<file path="config.mk">
export PLATFORM = sky130hd
export DESIGN_NAME = csag_top
export DESIGN_NICKNAME = d
export VERILOG_FILES = /design/src/core/csag_pkg.sv /design/src/core/csag_sync2.sv /design/src/core/csag_clkdiv.sv /design/src/core/csag_top.sv
export SDC_FILE = /design/constraint.sdc
export NUM_CORES = 1
export LEC_CHECK = 0
export BUFFER_PORTS_ARGS = -buffer_cell sky130_fd_sc_hd__buf_4
export CORE_MARGIN = 4
export CORE_UTILIZATION = 50
export DETAILED_ROUTE_END_ITERATION = 8
export PLACE_DENSITY_LB_ADDON = 0.08
export SLEW_MARGIN = 20
export SYNTH_ARGS = -nofsm -noshare
export SYNTH_HDL_FRONTEND = slang
export SYNTH_SLANG_ARGS = --single-unit
</file>
<file path="constraint.sdc">
create_clock -name clock -period 1.8 [get_ports clock]
set_input_delay 0.09 -clock clock [delete_from_list [all_inputs] [get_ports clock]]
set_output_delay 0.09 -clock clock [all_outputs]
set_load 0.1 [all_outputs]
</file>
<file path="src/core/csag_pkg.sv">
// shared constants for the cascade sync and address gating block
package csag_pkg;
  localparam int CSAG_AW = 4;
  // register byte offsets
  localparam logic [CSAG_AW-1:0] CSAG_OFS_CTRL = 4'h0;
  localparam logic [CSAG_AW-1:0] CSAG_OFS_STAT = 4'h4;
  localparam logic [CSAG_AW-1:0] CSAG_OFS_PTR = 4'h8;
  localparam logic [CSAG_AW-1:0] CSAG_OFS_RDAT = 4'hC;
  // control register fields
  localparam int CSAG_CTRL_DEVADR_LSB = 0;
  localparam int CSAG_CTRL_COE_BIT = 2;
  localparam int CSAG_CTRL_DISP_BIT = 3;
  localparam logic [31:0] CSAG_CTRL_RST = 32'h0000_0000;
  // display memory geometry
  localparam int CSAG_PTR_W = 7;
  localparam logic [CSAG_PTR_W-1:0] CSAG_PTR_LAST = 7'h65;
  localparam logic [CSAG_PTR_W-1:0] CSAG_PTR_RST = 7'h00;
  // internal oscillator clock divider, 50 MHz down to a cascade clock
  localparam int CSAG_CLK_HZ = 50000000;
  localparam int CSAG_CASC_HZ = 1000000;
  localparam int CSAG_CASC_HALF = CSAG_CLK_HZ / (2 * CSAG_CASC_HZ);
  localparam int CSAG_DIV_W = 6;
  // frame sync: last frame counter value, one less than the cascade clock ticks per frame
  localparam logic [7:0] CSAG_FRAME_TICKS = 8'h3F;
  localparam logic [1:0] CSAG_MASTER_ADR = 2'h0;
  localparam logic [1:0] CSAG_RESP_OKAY = 2'h0;
  localparam logic [1:0] CSAG_RESP_SLVERR = 2'h2;
endpackage

</file>
<file path="src/core/csag_sync2.sv">
// two flip-flop synchroniser for pin inputs
`timescale 1ns/1ns
module csag_sync2 #(
  parameter int W = 1
) (
  input wire logic clock,
  input wire logic rst_n,
  input wire logic [W-1:0] d,
  output logic [W-1:0] q
);
  logic [W-1:0] meta_r;
  always_ff @(posedge clock or negedge rst_n) begin
    if (!rst_n) begin
      meta_r <= '0;
      q <= '0;
    end else begin
      meta_r <= d;
      q <= meta_r;
    end
  end
endmodule // csag_sync2

</file>
<file path="src/core/csag_clkdiv.sv">
// divider making the internal cascade clock and its rising-edge tick
`timescale 1ns/1ns
module csag_clkdiv
  import csag_pkg::*;
(
  input wire logic clock,
  input wire logic rst_n,
  input wire logic run,
  output logic clk_lvl,
  output logic tick
);
  logic [CSAG_DIV_W-1:0] cnt_r;
  always_ff @(posedge clock or negedge rst_n) begin
    if (!rst_n) begin
      cnt_r <= '0;
      clk_lvl <= 1'b0;
      tick <= 1'b0;
    end else begin
      tick <= 1'b0;
      if (!run) begin
        cnt_r <= '0;
        clk_lvl <= 1'b0;
      end else if (cnt_r == CSAG_DIV_W'(CSAG_CASC_HALF - 1)) begin
        cnt_r <= '0;
        clk_lvl <= ~clk_lvl;
        tick <= ~clk_lvl;
      end else begin
        cnt_r <= cnt_r + 1'b1;
      end
    end
  end
endmodule // csag_clkdiv

</file>
<file path="src/core/csag_top.sv">
// cascade clock, frame sync and device address gating with AXI4-Lite registers
// Operation
// - both cascade sync lines are bidirectional: drive as source, receive otherwise.
// - frame sync runs automatically after reset with no host command.
// - drive internal clock out when address 00, select low, clock output enable set.
// - select high takes the clock from the cascade clock pin.
// - cascade clock output stops while display is disabled.
// - external-clock mode: all devices run from common clock pin, select high.
// - display data stored only when device address register equals address pins.
// - on mismatch the write is dropped but the data pointer still advances.
// - status or temperature readout returned only on address match.
// - on read mismatch the serial data output stays high impedance.
// - two address pins give identity: 0 master, 1 to 3 slaves.
//
// Decided for this implementation: the AXI4-Lite slave port and the register offsets.
`timescale 1ns/1ns
module csag_top
  import csag_pkg::*;
(
  input wire logic clock,
  input wire logic rst_n,
  input wire logic [csag_pkg::CSAG_AW-1:0] s_axi_awaddr,
  input wire logic s_axi_awvalid,
  output logic s_axi_awready,
  input wire logic [31:0] s_axi_wdata,
  input wire logic [3:0] s_axi_wstrb,
  input wire logic s_axi_wvalid,
  output logic s_axi_wready,
  output logic [1:0] s_axi_bresp,
  output logic s_axi_bvalid,
  input wire logic s_axi_bready,
  input wire logic [csag_pkg::CSAG_AW-1:0] s_axi_araddr,
  input wire logic s_axi_arvalid,
  output logic s_axi_arready,
  output logic [31:0] s_axi_rdata,
  output logic [1:0] s_axi_rresp,
  output logic s_axi_rvalid,
  input wire logic s_axi_rready,
  input wire logic hw_address_bit_low,
  input wire logic hw_address_bit_high,
  input wire logic oscillator_source_select,
  input wire logic casc_clk_in,
  output logic casc_clk_out,
  output logic casc_clk_oe_n,
  input wire logic cascade_sync_line_a_in,
  output logic cascade_sync_line_a_out,
  output logic cascade_sync_line_a_oe_n,
  input wire logic cascade_sync_line_b_in,
  output logic cascade_sync_line_b_out,
  output logic cascade_sync_line_b_oe_n,
  input wire logic [31:0] readout_data,
  output logic sdo_out,
  output logic sdo_oe_n,
  output logic mem_we,
  output logic [csag_pkg::CSAG_PTR_W-1:0] mem_addr,
  output logic [7:0] mem_wdata,
  output logic [csag_pkg::CSAG_PTR_W-1:0] data_ptr
);
  import csag_pkg::*;

  // pin inputs, all synchronised before use
  logic [4:0] pins_s;
  csag_sync2 #(.W(5)) u_sync (
    .clock(clock),
    .rst_n(rst_n),
    .d({hw_address_bit_high, hw_address_bit_low, oscillator_source_select,
        cascade_sync_line_a_in, cascade_sync_line_b_in}),
    .q(pins_s)
  );
  logic [1:0] hw_adr;
  logic osc_ext;
  logic sync_a_s;
  logic sync_b_s;
  assign hw_adr = pins_s[4:3];
  assign osc_ext = pins_s[2];
  assign sync_a_s = pins_s[1];
  assign sync_b_s = pins_s[0];

  logic [1:0] csync_s;
  csag_sync2 #(.W(1)) u_csync (
    .clock(clock),
    .rst_n(rst_n),
    .d(casc_clk_in),
    .q(csync_s[0])
  );
  logic casc_prev_r;
  assign csync_s[1] = casc_prev_r;

  // control register
  logic [31:0] ctrl_r;
  logic [1:0] dev_adr;
  logic clock_output_enable;
  logic disp_en;
  assign dev_adr = ctrl_r[CSAG_CTRL_DEVADR_LSB +: 2];
  assign clock_output_enable = ctrl_r[CSAG_CTRL_COE_BIT];
  assign disp_en = ctrl_r[CSAG_CTRL_DISP_BIT];
  logic adr_match;
  assign adr_match = (dev_adr == hw_adr);

  // clock source: internal divider or external pin
  logic is_master;
  logic drive_clk;
  assign is_master = (hw_adr == CSAG_MASTER_ADR);
  assign drive_clk = is_master && !osc_ext && clock_output_enable && disp_en;
  logic int_lvl;
  logic int_tick;
  csag_clkdiv u_div (
    .clock(clock),
    .rst_n(rst_n),
    .run(!osc_ext),
    .clk_lvl(int_lvl),
    .tick(int_tick)
  );
  logic ext_tick;
  assign ext_tick = csync_s[0] && !csync_s[1];
  logic tick;
  assign tick = osc_ext ? ext_tick : int_tick;

  always_ff @(posedge clock or negedge rst_n) begin
    if (!rst_n) begin
      casc_prev_r <= 1'b0;
    end else begin
      casc_prev_r <= csync_s[0];
    end
  end

  always_ff @(posedge clock or negedge rst_n) begin
    if (!rst_n) begin
      casc_clk_out <= 1'b0;
      casc_clk_oe_n <= 1'b1;
    end else begin
      casc_clk_out <= drive_clk & int_lvl;
      casc_clk_oe_n <= !drive_clk;
    end
  end

  // frame sync: master drives, slaves align to the received pulse.
  // no host command is needed, the counter starts from reset release.
  logic [7:0] frame_r;
  logic sync_rise;
  logic sync_a_prev_r;
  assign sync_rise = sync_a_s && !sync_a_prev_r;
  always_ff @(posedge clock or negedge rst_n) begin
    if (!rst_n) begin
      frame_r <= '0;
      sync_a_prev_r <= 1'b0;
    end else begin
      sync_a_prev_r <= sync_a_s;
      if (!is_master && sync_rise) begin
        frame_r <= '0;
      end else if (tick) begin
        frame_r <= (frame_r == CSAG_FRAME_TICKS) ? 8'h00 : frame_r + 8'h01;
      end
    end
  end

  always_ff @(posedge clock or negedge rst_n) begin
    if (!rst_n) begin
      cascade_sync_line_a_out <= 1'b0;
      cascade_sync_line_a_oe_n <= 1'b1;
      cascade_sync_line_b_out <= 1'b0;
      cascade_sync_line_b_oe_n <= 1'b1;
    end else begin
      // line a carries the frame start, line b the half frame; a slave only listens
      cascade_sync_line_a_out <= (frame_r == 8'h00);
      cascade_sync_line_a_oe_n <= !is_master;
      cascade_sync_line_b_out <= frame_r[7] ^ frame_r[5];
      cascade_sync_line_b_oe_n <= !is_master;
    end
  end

  // AXI4-Lite write path
  logic aw_hold_r;
  logic w_hold_r;
  logic [CSAG_AW-1:0] aw_addr_r;
  logic [31:0] w_data_r;
  logic [3:0] w_strb_r;
  logic do_write;
  assign do_write = aw_hold_r && w_hold_r && !s_axi_bvalid;
  always_ff @(posedge clock or negedge rst_n) begin
    if (!rst_n) begin
      aw_hold_r <= 1'b0;
      w_hold_r <= 1'b0;
      aw_addr_r <= '0;
      w_data_r <= '0;
      w_strb_r <= '0;
      s_axi_awready <= 1'b0;
      s_axi_wready <= 1'b0;
      s_axi_bvalid <= 1'b0;
      s_axi_bresp <= CSAG_RESP_OKAY;
    end else begin
      s_axi_awready <= !aw_hold_r && !s_axi_awready && s_axi_awvalid;
      s_axi_wready <= !w_hold_r && !s_axi_wready && s_axi_wvalid;
      if (s_axi_awvalid && s_axi_awready) begin
        aw_hold_r <= 1'b1;
        aw_addr_r <= s_axi_awaddr;
      end
      if (s_axi_wvalid && s_axi_wready) begin
        w_hold_r <= 1'b1;
        w_data_r <= s_axi_wdata;
        w_strb_r <= s_axi_wstrb;
      end
      if (do_write) begin
        aw_hold_r <= 1'b0;
        w_hold_r <= 1'b0;
        s_axi_bvalid <= 1'b1;
        s_axi_bresp <= (aw_addr_r == CSAG_OFS_CTRL || aw_addr_r == CSAG_OFS_RDAT ||
                        aw_addr_r == CSAG_OFS_PTR) ? CSAG_RESP_OKAY : CSAG_RESP_SLVERR;
      end else if (s_axi_bvalid && s_axi_bready) begin
        s_axi_bvalid <= 1'b0;
      end
    end
  end

  always_ff @(posedge clock or negedge rst_n) begin
    if (!rst_n) begin
      ctrl_r <= CSAG_CTRL_RST;
    end else if (do_write && aw_addr_r == CSAG_OFS_CTRL && w_strb_r[0]) begin
      ctrl_r <= {24'h0, 4'h0, w_data_r[3:0]};
    end
  end

  // display data write: a byte to the data offset. every device sees it,
  // so all pointers stay aligned whether or not this one stores it.
  logic data_wr;
  assign data_wr = do_write && aw_addr_r == CSAG_OFS_RDAT && w_strb_r[0];
  logic ptr_wr;
  assign ptr_wr = do_write && aw_addr_r == CSAG_OFS_PTR && w_strb_r[0];
  always_ff @(posedge clock or negedge rst_n) begin
    if (!rst_n) begin
      data_ptr <= CSAG_PTR_RST;
    end else if (ptr_wr) begin
      data_ptr <= (w_data_r[6:0] > CSAG_PTR_LAST) ? CSAG_PTR_RST : w_data_r[6:0];
    end else if (data_wr) begin
      data_ptr <= (data_ptr == CSAG_PTR_LAST) ? CSAG_PTR_RST : data_ptr + 7'h01;
    end
  end

  always_ff @(posedge clock or negedge rst_n) begin
    if (!rst_n) begin
      mem_we <= 1'b0;
      mem_addr <= '0;
      mem_wdata <= '0;
    end else begin
      // address pins assumed steady during the access
      mem_we <= data_wr && adr_match;
      mem_addr <= data_ptr;
      mem_wdata <= w_data_r[7:0];
    end
  end

  // AXI4-Lite read path
  logic [31:0] rd_mux;
  always_comb begin
    rd_mux = 32'h0000_0000;
    case (s_axi_araddr)
      CSAG_OFS_CTRL: rd_mux = ctrl_r;
      CSAG_OFS_STAT: rd_mux = {16'h0, frame_r, 3'h0, drive_clk, osc_ext, adr_match, hw_adr};
      CSAG_OFS_PTR: rd_mux = {25'h0, data_ptr};
      CSAG_OFS_RDAT: rd_mux = adr_match ? readout_data : 32'h0000_0000;
      default: rd_mux = 32'h0000_0000;
    endcase
  end
  logic rd_known;
  assign rd_known = (s_axi_araddr == CSAG_OFS_CTRL) || (s_axi_araddr == CSAG_OFS_STAT) ||
                    (s_axi_araddr == CSAG_OFS_PTR) || (s_axi_araddr == CSAG_OFS_RDAT);
  logic rd_take;
  assign rd_take = s_axi_arvalid && s_axi_arready;
  always_ff @(posedge clock or negedge rst_n) begin
    if (!rst_n) begin
      s_axi_arready <= 1'b0;
      s_axi_rvalid <= 1'b0;
      s_axi_rdata <= '0;
      s_axi_rresp <= CSAG_RESP_OKAY;
    end else begin
      s_axi_arready <= !s_axi_arready && !s_axi_rvalid && s_axi_arvalid;
      if (rd_take) begin
        s_axi_rvalid <= 1'b1;
        s_axi_rdata <= rd_mux;
        s_axi_rresp <= rd_known ? CSAG_RESP_OKAY : CSAG_RESP_SLVERR;
      end else if (s_axi_rvalid && s_axi_rready) begin
        s_axi_rvalid <= 1'b0;
      end
    end
  end

  // serial readout pin: a readout shifts bit 0 of the fetched word out only
  // when addressed; otherwise the pin is released so it cannot fight a peer
  logic rd_readout;
  assign rd_readout = rd_take && s_axi_araddr == CSAG_OFS_RDAT;
  always_ff @(posedge clock or negedge rst_n) begin
    if (!rst_n) begin
      sdo_out <= 1'b0;
      sdo_oe_n <= 1'b1;
    end else if (rd_readout) begin
      sdo_out <= adr_match & readout_data[0];
      sdo_oe_n <= !adr_match;
    end else begin
      sdo_oe_n <= 1'b1;
      sdo_out <= 1'b0;
    end
  end

  a_clk_drive_cond: assert property (@(posedge clock) disable iff (!rst_n)
    !casc_clk_oe_n |-> $past(is_master && !osc_ext && clock_output_enable && disp_en))
    else $error("cascade clock driven without its conditions");
  a_clk_off_disabled: assert property (@(posedge clock) disable iff (!rst_n)
    !disp_en ##1 !disp_en |-> casc_clk_oe_n)
    else $error("cascade clock driven while display disabled");
  a_store_match: assert property (@(posedge clock) disable iff (!rst_n)
    mem_we |-> $past(data_wr && adr_match))
    else $error("display write without address match");
  a_ptr_advance: assert property (@(posedge clock) disable iff (!rst_n)
    data_wr && !adr_match && data_ptr != CSAG_PTR_LAST |=> data_ptr == $past(data_ptr) + 7'h01)
    else $error("pointer did not advance on mismatch");
  a_ptr_wrap: assert property (@(posedge clock) disable iff (!rst_n)
    data_wr && data_ptr == CSAG_PTR_LAST |=> data_ptr == CSAG_PTR_RST)
    else $error("pointer did not wrap");
  a_read_gate: assert property (@(posedge clock) disable iff (!rst_n)
    rd_take && s_axi_araddr == CSAG_OFS_RDAT && !adr_match |=> s_axi_rdata == 32'h0)
    else $error("readout returned while not addressed");
  a_sdo_tristate: assert property (@(posedge clock) disable iff (!rst_n)
    rd_readout && !adr_match |=> sdo_oe_n)
    else $error("serial output driven while not addressed");
  a_sync_slave_in: assert property (@(posedge clock) disable iff (!rst_n)
    !is_master ##1 !is_master |-> cascade_sync_line_a_oe_n && cascade_sync_line_b_oe_n)
    else $error("slave drives a sync line");
  a_ext_tick_src: assert property (@(posedge clock) disable iff (!rst_n)
    osc_ext && tick |-> csync_s[0] && !$past(csync_s[0]))
    else $error("external mode ticks without a clock pin edge");
endmodule // csag_top

</file>
* Word-level counts from Yosys, hierarchy flattened
Cells that the tools add are included.
** Word-level totals
- Bits in registers :: 120
- Bits in latches :: 0
- Memory bits (writable) :: 0
- Bits in read-only memories :: 0
- Memories kept :: 0
** Cells by class
- Add/sub/neg operators :: 3
- Multipliers :: 0
- Div/mod/pow operators :: 0
- Order comparisons :: 1
- Equality and inequality tests :: 9
- Shift operators :: 0
- Muxes and demuxes :: 28
- Bitwise logic cells :: 4
- Reductions and logical operators :: 56
** Operators by type and width (number)
- $pmux 32 s4 :: 1
- $mux 32 :: 1
- $mux 7 :: 4
- $logic_and 1x1->1 :: 27
- $mux 8 :: 3
- $eq 4x4->1 const B :: 4
- $mux 1 :: 15
- $reduce_bool 2->1 :: 7
- $logic_not 1->1 :: 13
- $mux 6 :: 2
- $add 8x1->8 const B :: 1
- $eq 8x6->1 const B :: 1
- $logic_not 4->1 :: 2
- $logic_not 8->1 :: 1
- $add 7x1->7 const B :: 1
- $eq 7x7->1 const B :: 1
- $gt 7x7->1 const B :: 1
- $add 6x1->6 const B :: 1
- $eq 6x5->1 const B :: 1
- $logic_or 1x1->1 :: 5
- $eq 4x3->1 const B :: 1
- $mux 2 :: 2
- $and 1x1->1 :: 2
- $eq 2x2->1 :: 1
- other kinds (3) :: 3

* Longest topological paths before layout
- Depth in word-level cells :: 6
- Depth in mapped cells :: 6
- Mapped depth without buffers :: 6

* Cells and area by module
From an unflattened synthesis, not the netlist that was laid out.
** Unflattened totals
- Cells, all modules :: 371
- Area total of the unflattened synthesis :: 4718.3 sq um
** Modules (own cells, without submodules)
- csag_top :: instances 1, cells an instance 328, area each 4060.1 sq um, seq. area each 2456.1 sq um
- csag_clkdiv :: instances 1, cells an instance 31, area each 357.8 sq um, seq. area each 200.2 sq um
- csag_sync2 at u_sync :: instances 1, cells an instance 10, area each 250.2 sq um, seq. area each 250.2 sq um
- csag_sync2 at u_csync :: instances 1, cells an instance 2, area each 50.0 sq um, seq. area each 50.0 sq um

* Least setup slack after synthesis
No wires, ideal clock.
- Path type :: reg-to-reg
- Start point :: register data_ptr[1] in the netlist's numbering
- End point :: register data_ptr[2] in the netlist's numbering
- Library setup time :: 120 ps
- Arrival time :: 2177 ps
- Required time :: 1680 ps
- Slack :: -497 ps
- Stages on the path, launching flop included :: 7
- Path buffers :: 0
- Period minus slack after synthesis :: 2297 ps
- Cell sequence :: dfrtp_1 -> inv_1 -> ha_1 -> nor4bb_1 -> a21boi_1 -> nand2_1 -> o311ai_0
** Between the ends
- Longest elaborated chain between the ends :: 4
- Elaborated cells between the ends (all ways) :: 5
** RTL lines
- start, declared :: RTL line csag_top.sv:57 : output logic [csag_pkg::CSAG_PTR_W-1:0] data_ptr
- start signal, assigned :: RTL line csag_top.sv:233 : data_ptr <= (w_data_r[6:0] > CSAG_PTR_LAST) ? CSAG_PTR_RST : w_data_r[6:0];
- start signal, assigned :: RTL line csag_top.sv:235 : data_ptr <= (data_ptr == CSAG_PTR_LAST) ? CSAG_PTR_RST : data_ptr + 7'h01;
- $add 7x1->7 or $eq 7x7->1 (tied branches) :: RTL line csag_top.sv:235
- $mux 7 (*) :: RTL line csag_top.sv:235
- $mux 7 (*) :: RTL line csag_top.sv:234 : end else if (data_wr) begin
- $mux 7 (*) :: RTL line csag_top.sv:232 : end else if (ptr_wr) begin
Mark *: on every way between the ends. The rest lies on a longest branch, timed or not. The select of a mux whose other input is x is not followed.
A chain may end at the register's enable or synchronous reset.

* Final worst setup path
- Start point :: register u_sync.q[4]
- End point :: register sdo_out
** Between the ends
- Longest elaborated chain between the ends :: 3
** RTL lines
- start, declared :: RTL line csag_sync2.sv:9 : output logic [W-1:0] q
- start signal, assigned :: RTL line csag_sync2.sv:18 : q <= meta_r;
- $eq 2x2->1 :: RTL line csag_top.sv:98 : assign adr_match = (dev_adr == hw_adr);
- $and 1x1->1 :: RTL line csag_top.sv:296 : sdo_out <= adr_match & readout_data[0];
- $mux 1 :: RTL line csag_top.sv:295 : end else if (rd_readout) begin
- end signal, assigned :: RTL line csag_top.sv:296
- end, declared :: RTL line csag_top.sv:52 : output logic sdo_out,
Every way passes these cells.

==> flow_metrics.tcl <==
set metrics [dict create \
    status "completed" \
    post_drt_via_cell_ratio 5.293 \
    fp.coreArea_um2 8891 \
    internal-power_w 0.006383 \
    final-setup-viol-count 0 \
    grt-ovfl-total 0 \
    crit_path_start_kind "flip-flop" \
    hp-start "s_axi_araddr[2]" \
    path_cells "xor2_1, nor2_2, buf_4, and4_1, dlygate4sd3_1" \
    die_h_um 104.4 \
    finalMaxSlewViolations 0 \
    yosysSeqAreaShare 0.6260 \
    htree_levels 4 \
    critical_path_required_ns 2.24 \
    die_w_um 104.4 \
    netlist.area_leader.share 0.6090 \
    wl_per_cell_um 16.42 \
    grt_pass1_wl_um 19850 \
    fp-row-count 34 \
    fmax_mhz 586.3 \
    ys_ff_latch 116 \
    cts_tree "done" \
    postSynthCellCount 376 \
    switchingPower_w 0.004298 \
    synth_area_leaders "dfrtp_1 (61%), mux2_2 (4.9%), a22o_1 (3.2%)" \
    start_util 0.5222 \
    ant_nets 0 \
    whs_endpoint "s_axi_rdata[2]" \
    max_stage_delay_ns 0.54 \
    path_clk_slew_ns 0.06 \
    drc_errors 0 \
    cp_slowest_cell "dlygate4sd3_1" \
    synthDistinctLibCells 54 \
    drive_gt1_frac 0.3701 \
    clock_sinks 116 \
    r2r-start "u_sync.q[4]" \
    synth.most_common_cell "dfrtp_1" \
    crit_start "u_sync.q[4]" \
    seqPwrFrac 0.333 \
    grt_use_total 0.2246 \
    path_max_fanout 4 \
    yosys_warnings 0 \
    tritoncts.num_buffers 17 \
    rsz0062_at_grt "no" \
    p_comb_frac 0.360 \
    worst_r2r_path_depth 5 \
    boundaryPins 161 \
    min_path_cells 4 \
    synth_edf_count 0 \
    syn-mean-instance-area_um2 12.35 \
    syn-cell-area_um2 4643 \
    timing.hold.ws_ns 0.06303 \
    rr_endpoint "sdo_out" \
    fin_crit_sh 0.9476 \
    fin_crit_ns 1.706 \
    irDropWorstVdd_v 0.001400 \
    synth_top_area_cell "dfrtp_1" \
    crit_path_end_kind "flip-flop" \
    setup_tns_ns 0 \
    grt_max_degree 62 \
    path_class "flip-flop to flip-flop" \
    finalHoldViolCount 0 \
    first_global_vias 4049 \
    pwr-share-clk 0.307 \
    dieArea_um2 10890 \
    gp_congestion 0.8793 \
    p_per_area_nw_per_um2 1508 \
    port_buffers 130 \
    antenna_cells 0 \
    ctsLongestPathBuffers 2 \
    clkLatencyLatePin_ns 0.50 \
    clock-root-buffer "clkbuf_8" \
    synth_commonest_cells "dfrtp_1 (113), inv_1 (26), nor2_1 (25)" \
    via_count 3790 \
    finalClockSkew_ns 0.008110 \
    layout.nets 690 \
    drv_cap 0 \
    wirelength_um 11760 \
    synth-main-ff-cell "dfrtp_1" \
    grt_antenna_before_repair 0 \
    r2r_slack_ns 0.09 \
    async_reset_ff_frac 1.000 \
    switching_share 0.4024 \
    first_pass_iters 4 \
    cp.arrival_ns 2.14 \
    hold_path_class "input pin to flip-flop" \
    power_leakage_nw 3.477 \
    area_delta_synth_final_pct 52.49 \
    drtIter0Drc 134 \
    dpl.hpwl_um 7613 \
]
[through the flow]
| step | util | power, W | setup WS [ns] | cells | area (µm²) |
|---|---|---|---|---|---|
| finish | 0.7964 | 0.01068 | 0.09425 | 716 | 7081 |
| global route | 0.7964 | 0.01110 | 0.006920 | 716 | 7081 |
| CTS | 0.7954 | 0.01073 | 0.02262 | 716 | 7072 |
| detailed placement | 0.6656 | 0.007297 | 0.03066 | 627 | 5918 |
| global placement | 0.6656 | 0.007252 | 0.04074 | 627 | 5918 |
| floorplan | - | 0.006219 | 0.002708 | 377 | 4674 |
[cell type report]
class	instances	area (µm²)
clock buffer	22	452.9
clock inverter	10	130.1
tap	108	135.1
multi-input combinational	223	1602
sequential	116	2924
inverter	26	97.59
fill	542	1810
timing repair buffer	211	1739
[cells by family (layout without fill, tap and decap cells)]
logic type / after synthesis / after routing / share of synthesized area
multiplexers: 22 / 22 / 0.05282
AO/OA/AOI/OAI: 85 / 85 / 0.1361
AND/OR/NAND/NOR: 96 / 96 / 0.1116
buffers and inverters: 38 / 269 / 0.03395
XOR/XNOR: 12 / 12 / 0.02264
adder cells (fa/ha/maj): 6 / 6 / 0.01617
flip-flops: 116 / 116 / 0.6260
other: 1 / 2 / 0.0008076
[power groups by stage]
| stage | combinational [W] | clock, W | sequential [W] |
|---|---|---|---|
| 3_3_place_gp | 0.00370 | 0 | 0.00355 |
| 3_5_place_dp | 0.00373 | 0 | 0.00357 |
| 4_1_cts | 0.00385 | 0.00333 | 0.00355 |
| 6_report | 0.00385 | 0.00328 | 0.00356 |
| 5_1_grt | 0.00402 | 0.00346 | 0.00362 |
| 2_1_floorplan | 0.000722 | 0 | 0.00550 |
[how the worst max path moves through the flow]
stage | cells past startpoint | slack [ns] | end
2_1_floorplan | 4 | 0.003 | data_ptr[1]
3_3_place_gp | 4 | 0.04 | data_ptr[2]
3_5_place_dp | 4 | 0.03 | data_ptr[2]
4_1_cts | 3 | 0.02 | ctrl_r[2]
5_1_grt | 7 | 0.007 | data_ptr[5]
6_report | 5 | 0.09 | sdo_out
[registers in the layout, summed over array words and instances (netlist names), 4 cells and up]
register       flops
ctrl_r             4
frame_r            8
s_axi_rdata       32
u_sync.q           4
u_sync.meta_r      4
w_data_r           8
data_ptr           7
mem_addr           7
u_div.cnt_r        6
aw_addr_r          4
mem_wdata          8
[repair_timing]
item | CTS | global route
hold endpoints to repair | 113 | 0
hold buffers | 57 | 0
gates resized for setup | 0 | 2
pin swaps | 1 | 0
setup endpoints to repair | 1 | 5
setup buffers | 0 | 0
[cells in the final DEF (no fill, tap or decap), types with 4 or more instances in the layout]
| cell | instances |
|---|---|
| dlygate4sd3_1 | 57 |
| a21oi_1 | 10 |
| a22oi_1 | 12 |
| xnor2_1 | 4 |
| nor3b_1 | 5 |
| clkinv_2 | 5 |
| and3_1 | 7 |
| nor2_1 | 24 |
| nand2_1 | 20 |
| nand3_1 | 8 |
| mux2_2 | 20 |
| inv_1 | 26 |
| clkbuf_16 | 16 |
| o21ai_0 | 20 |
| dfrtp_2 | 8 |
| a22o_1 | 17 |
| ha_1 | 6 |
| buf_4 | 153 |
| xor2_1 | 8 |
| a21o_1 | 4 |
| dfrtp_1 | 103 |
| nor2b_1 | 4 |
[metal layers]
metal,wire length (µm),vias to the layer above,global-route usage
li1,-,1783,-
met3,597,9,0.05711
met4,76,0,0.05603
met1,5117,1874,0.2891
met2,5968,124,0.3805
met5,0,-,0
[critical path: cells and delay by family (launching register included)]
kind          cells  cell delay (ns)
xor+xnor          1             0.18
buf+inv           2             0.68
flops             1             0.41
simple gates      2             0.36
(Power assumes the default switching activity.)
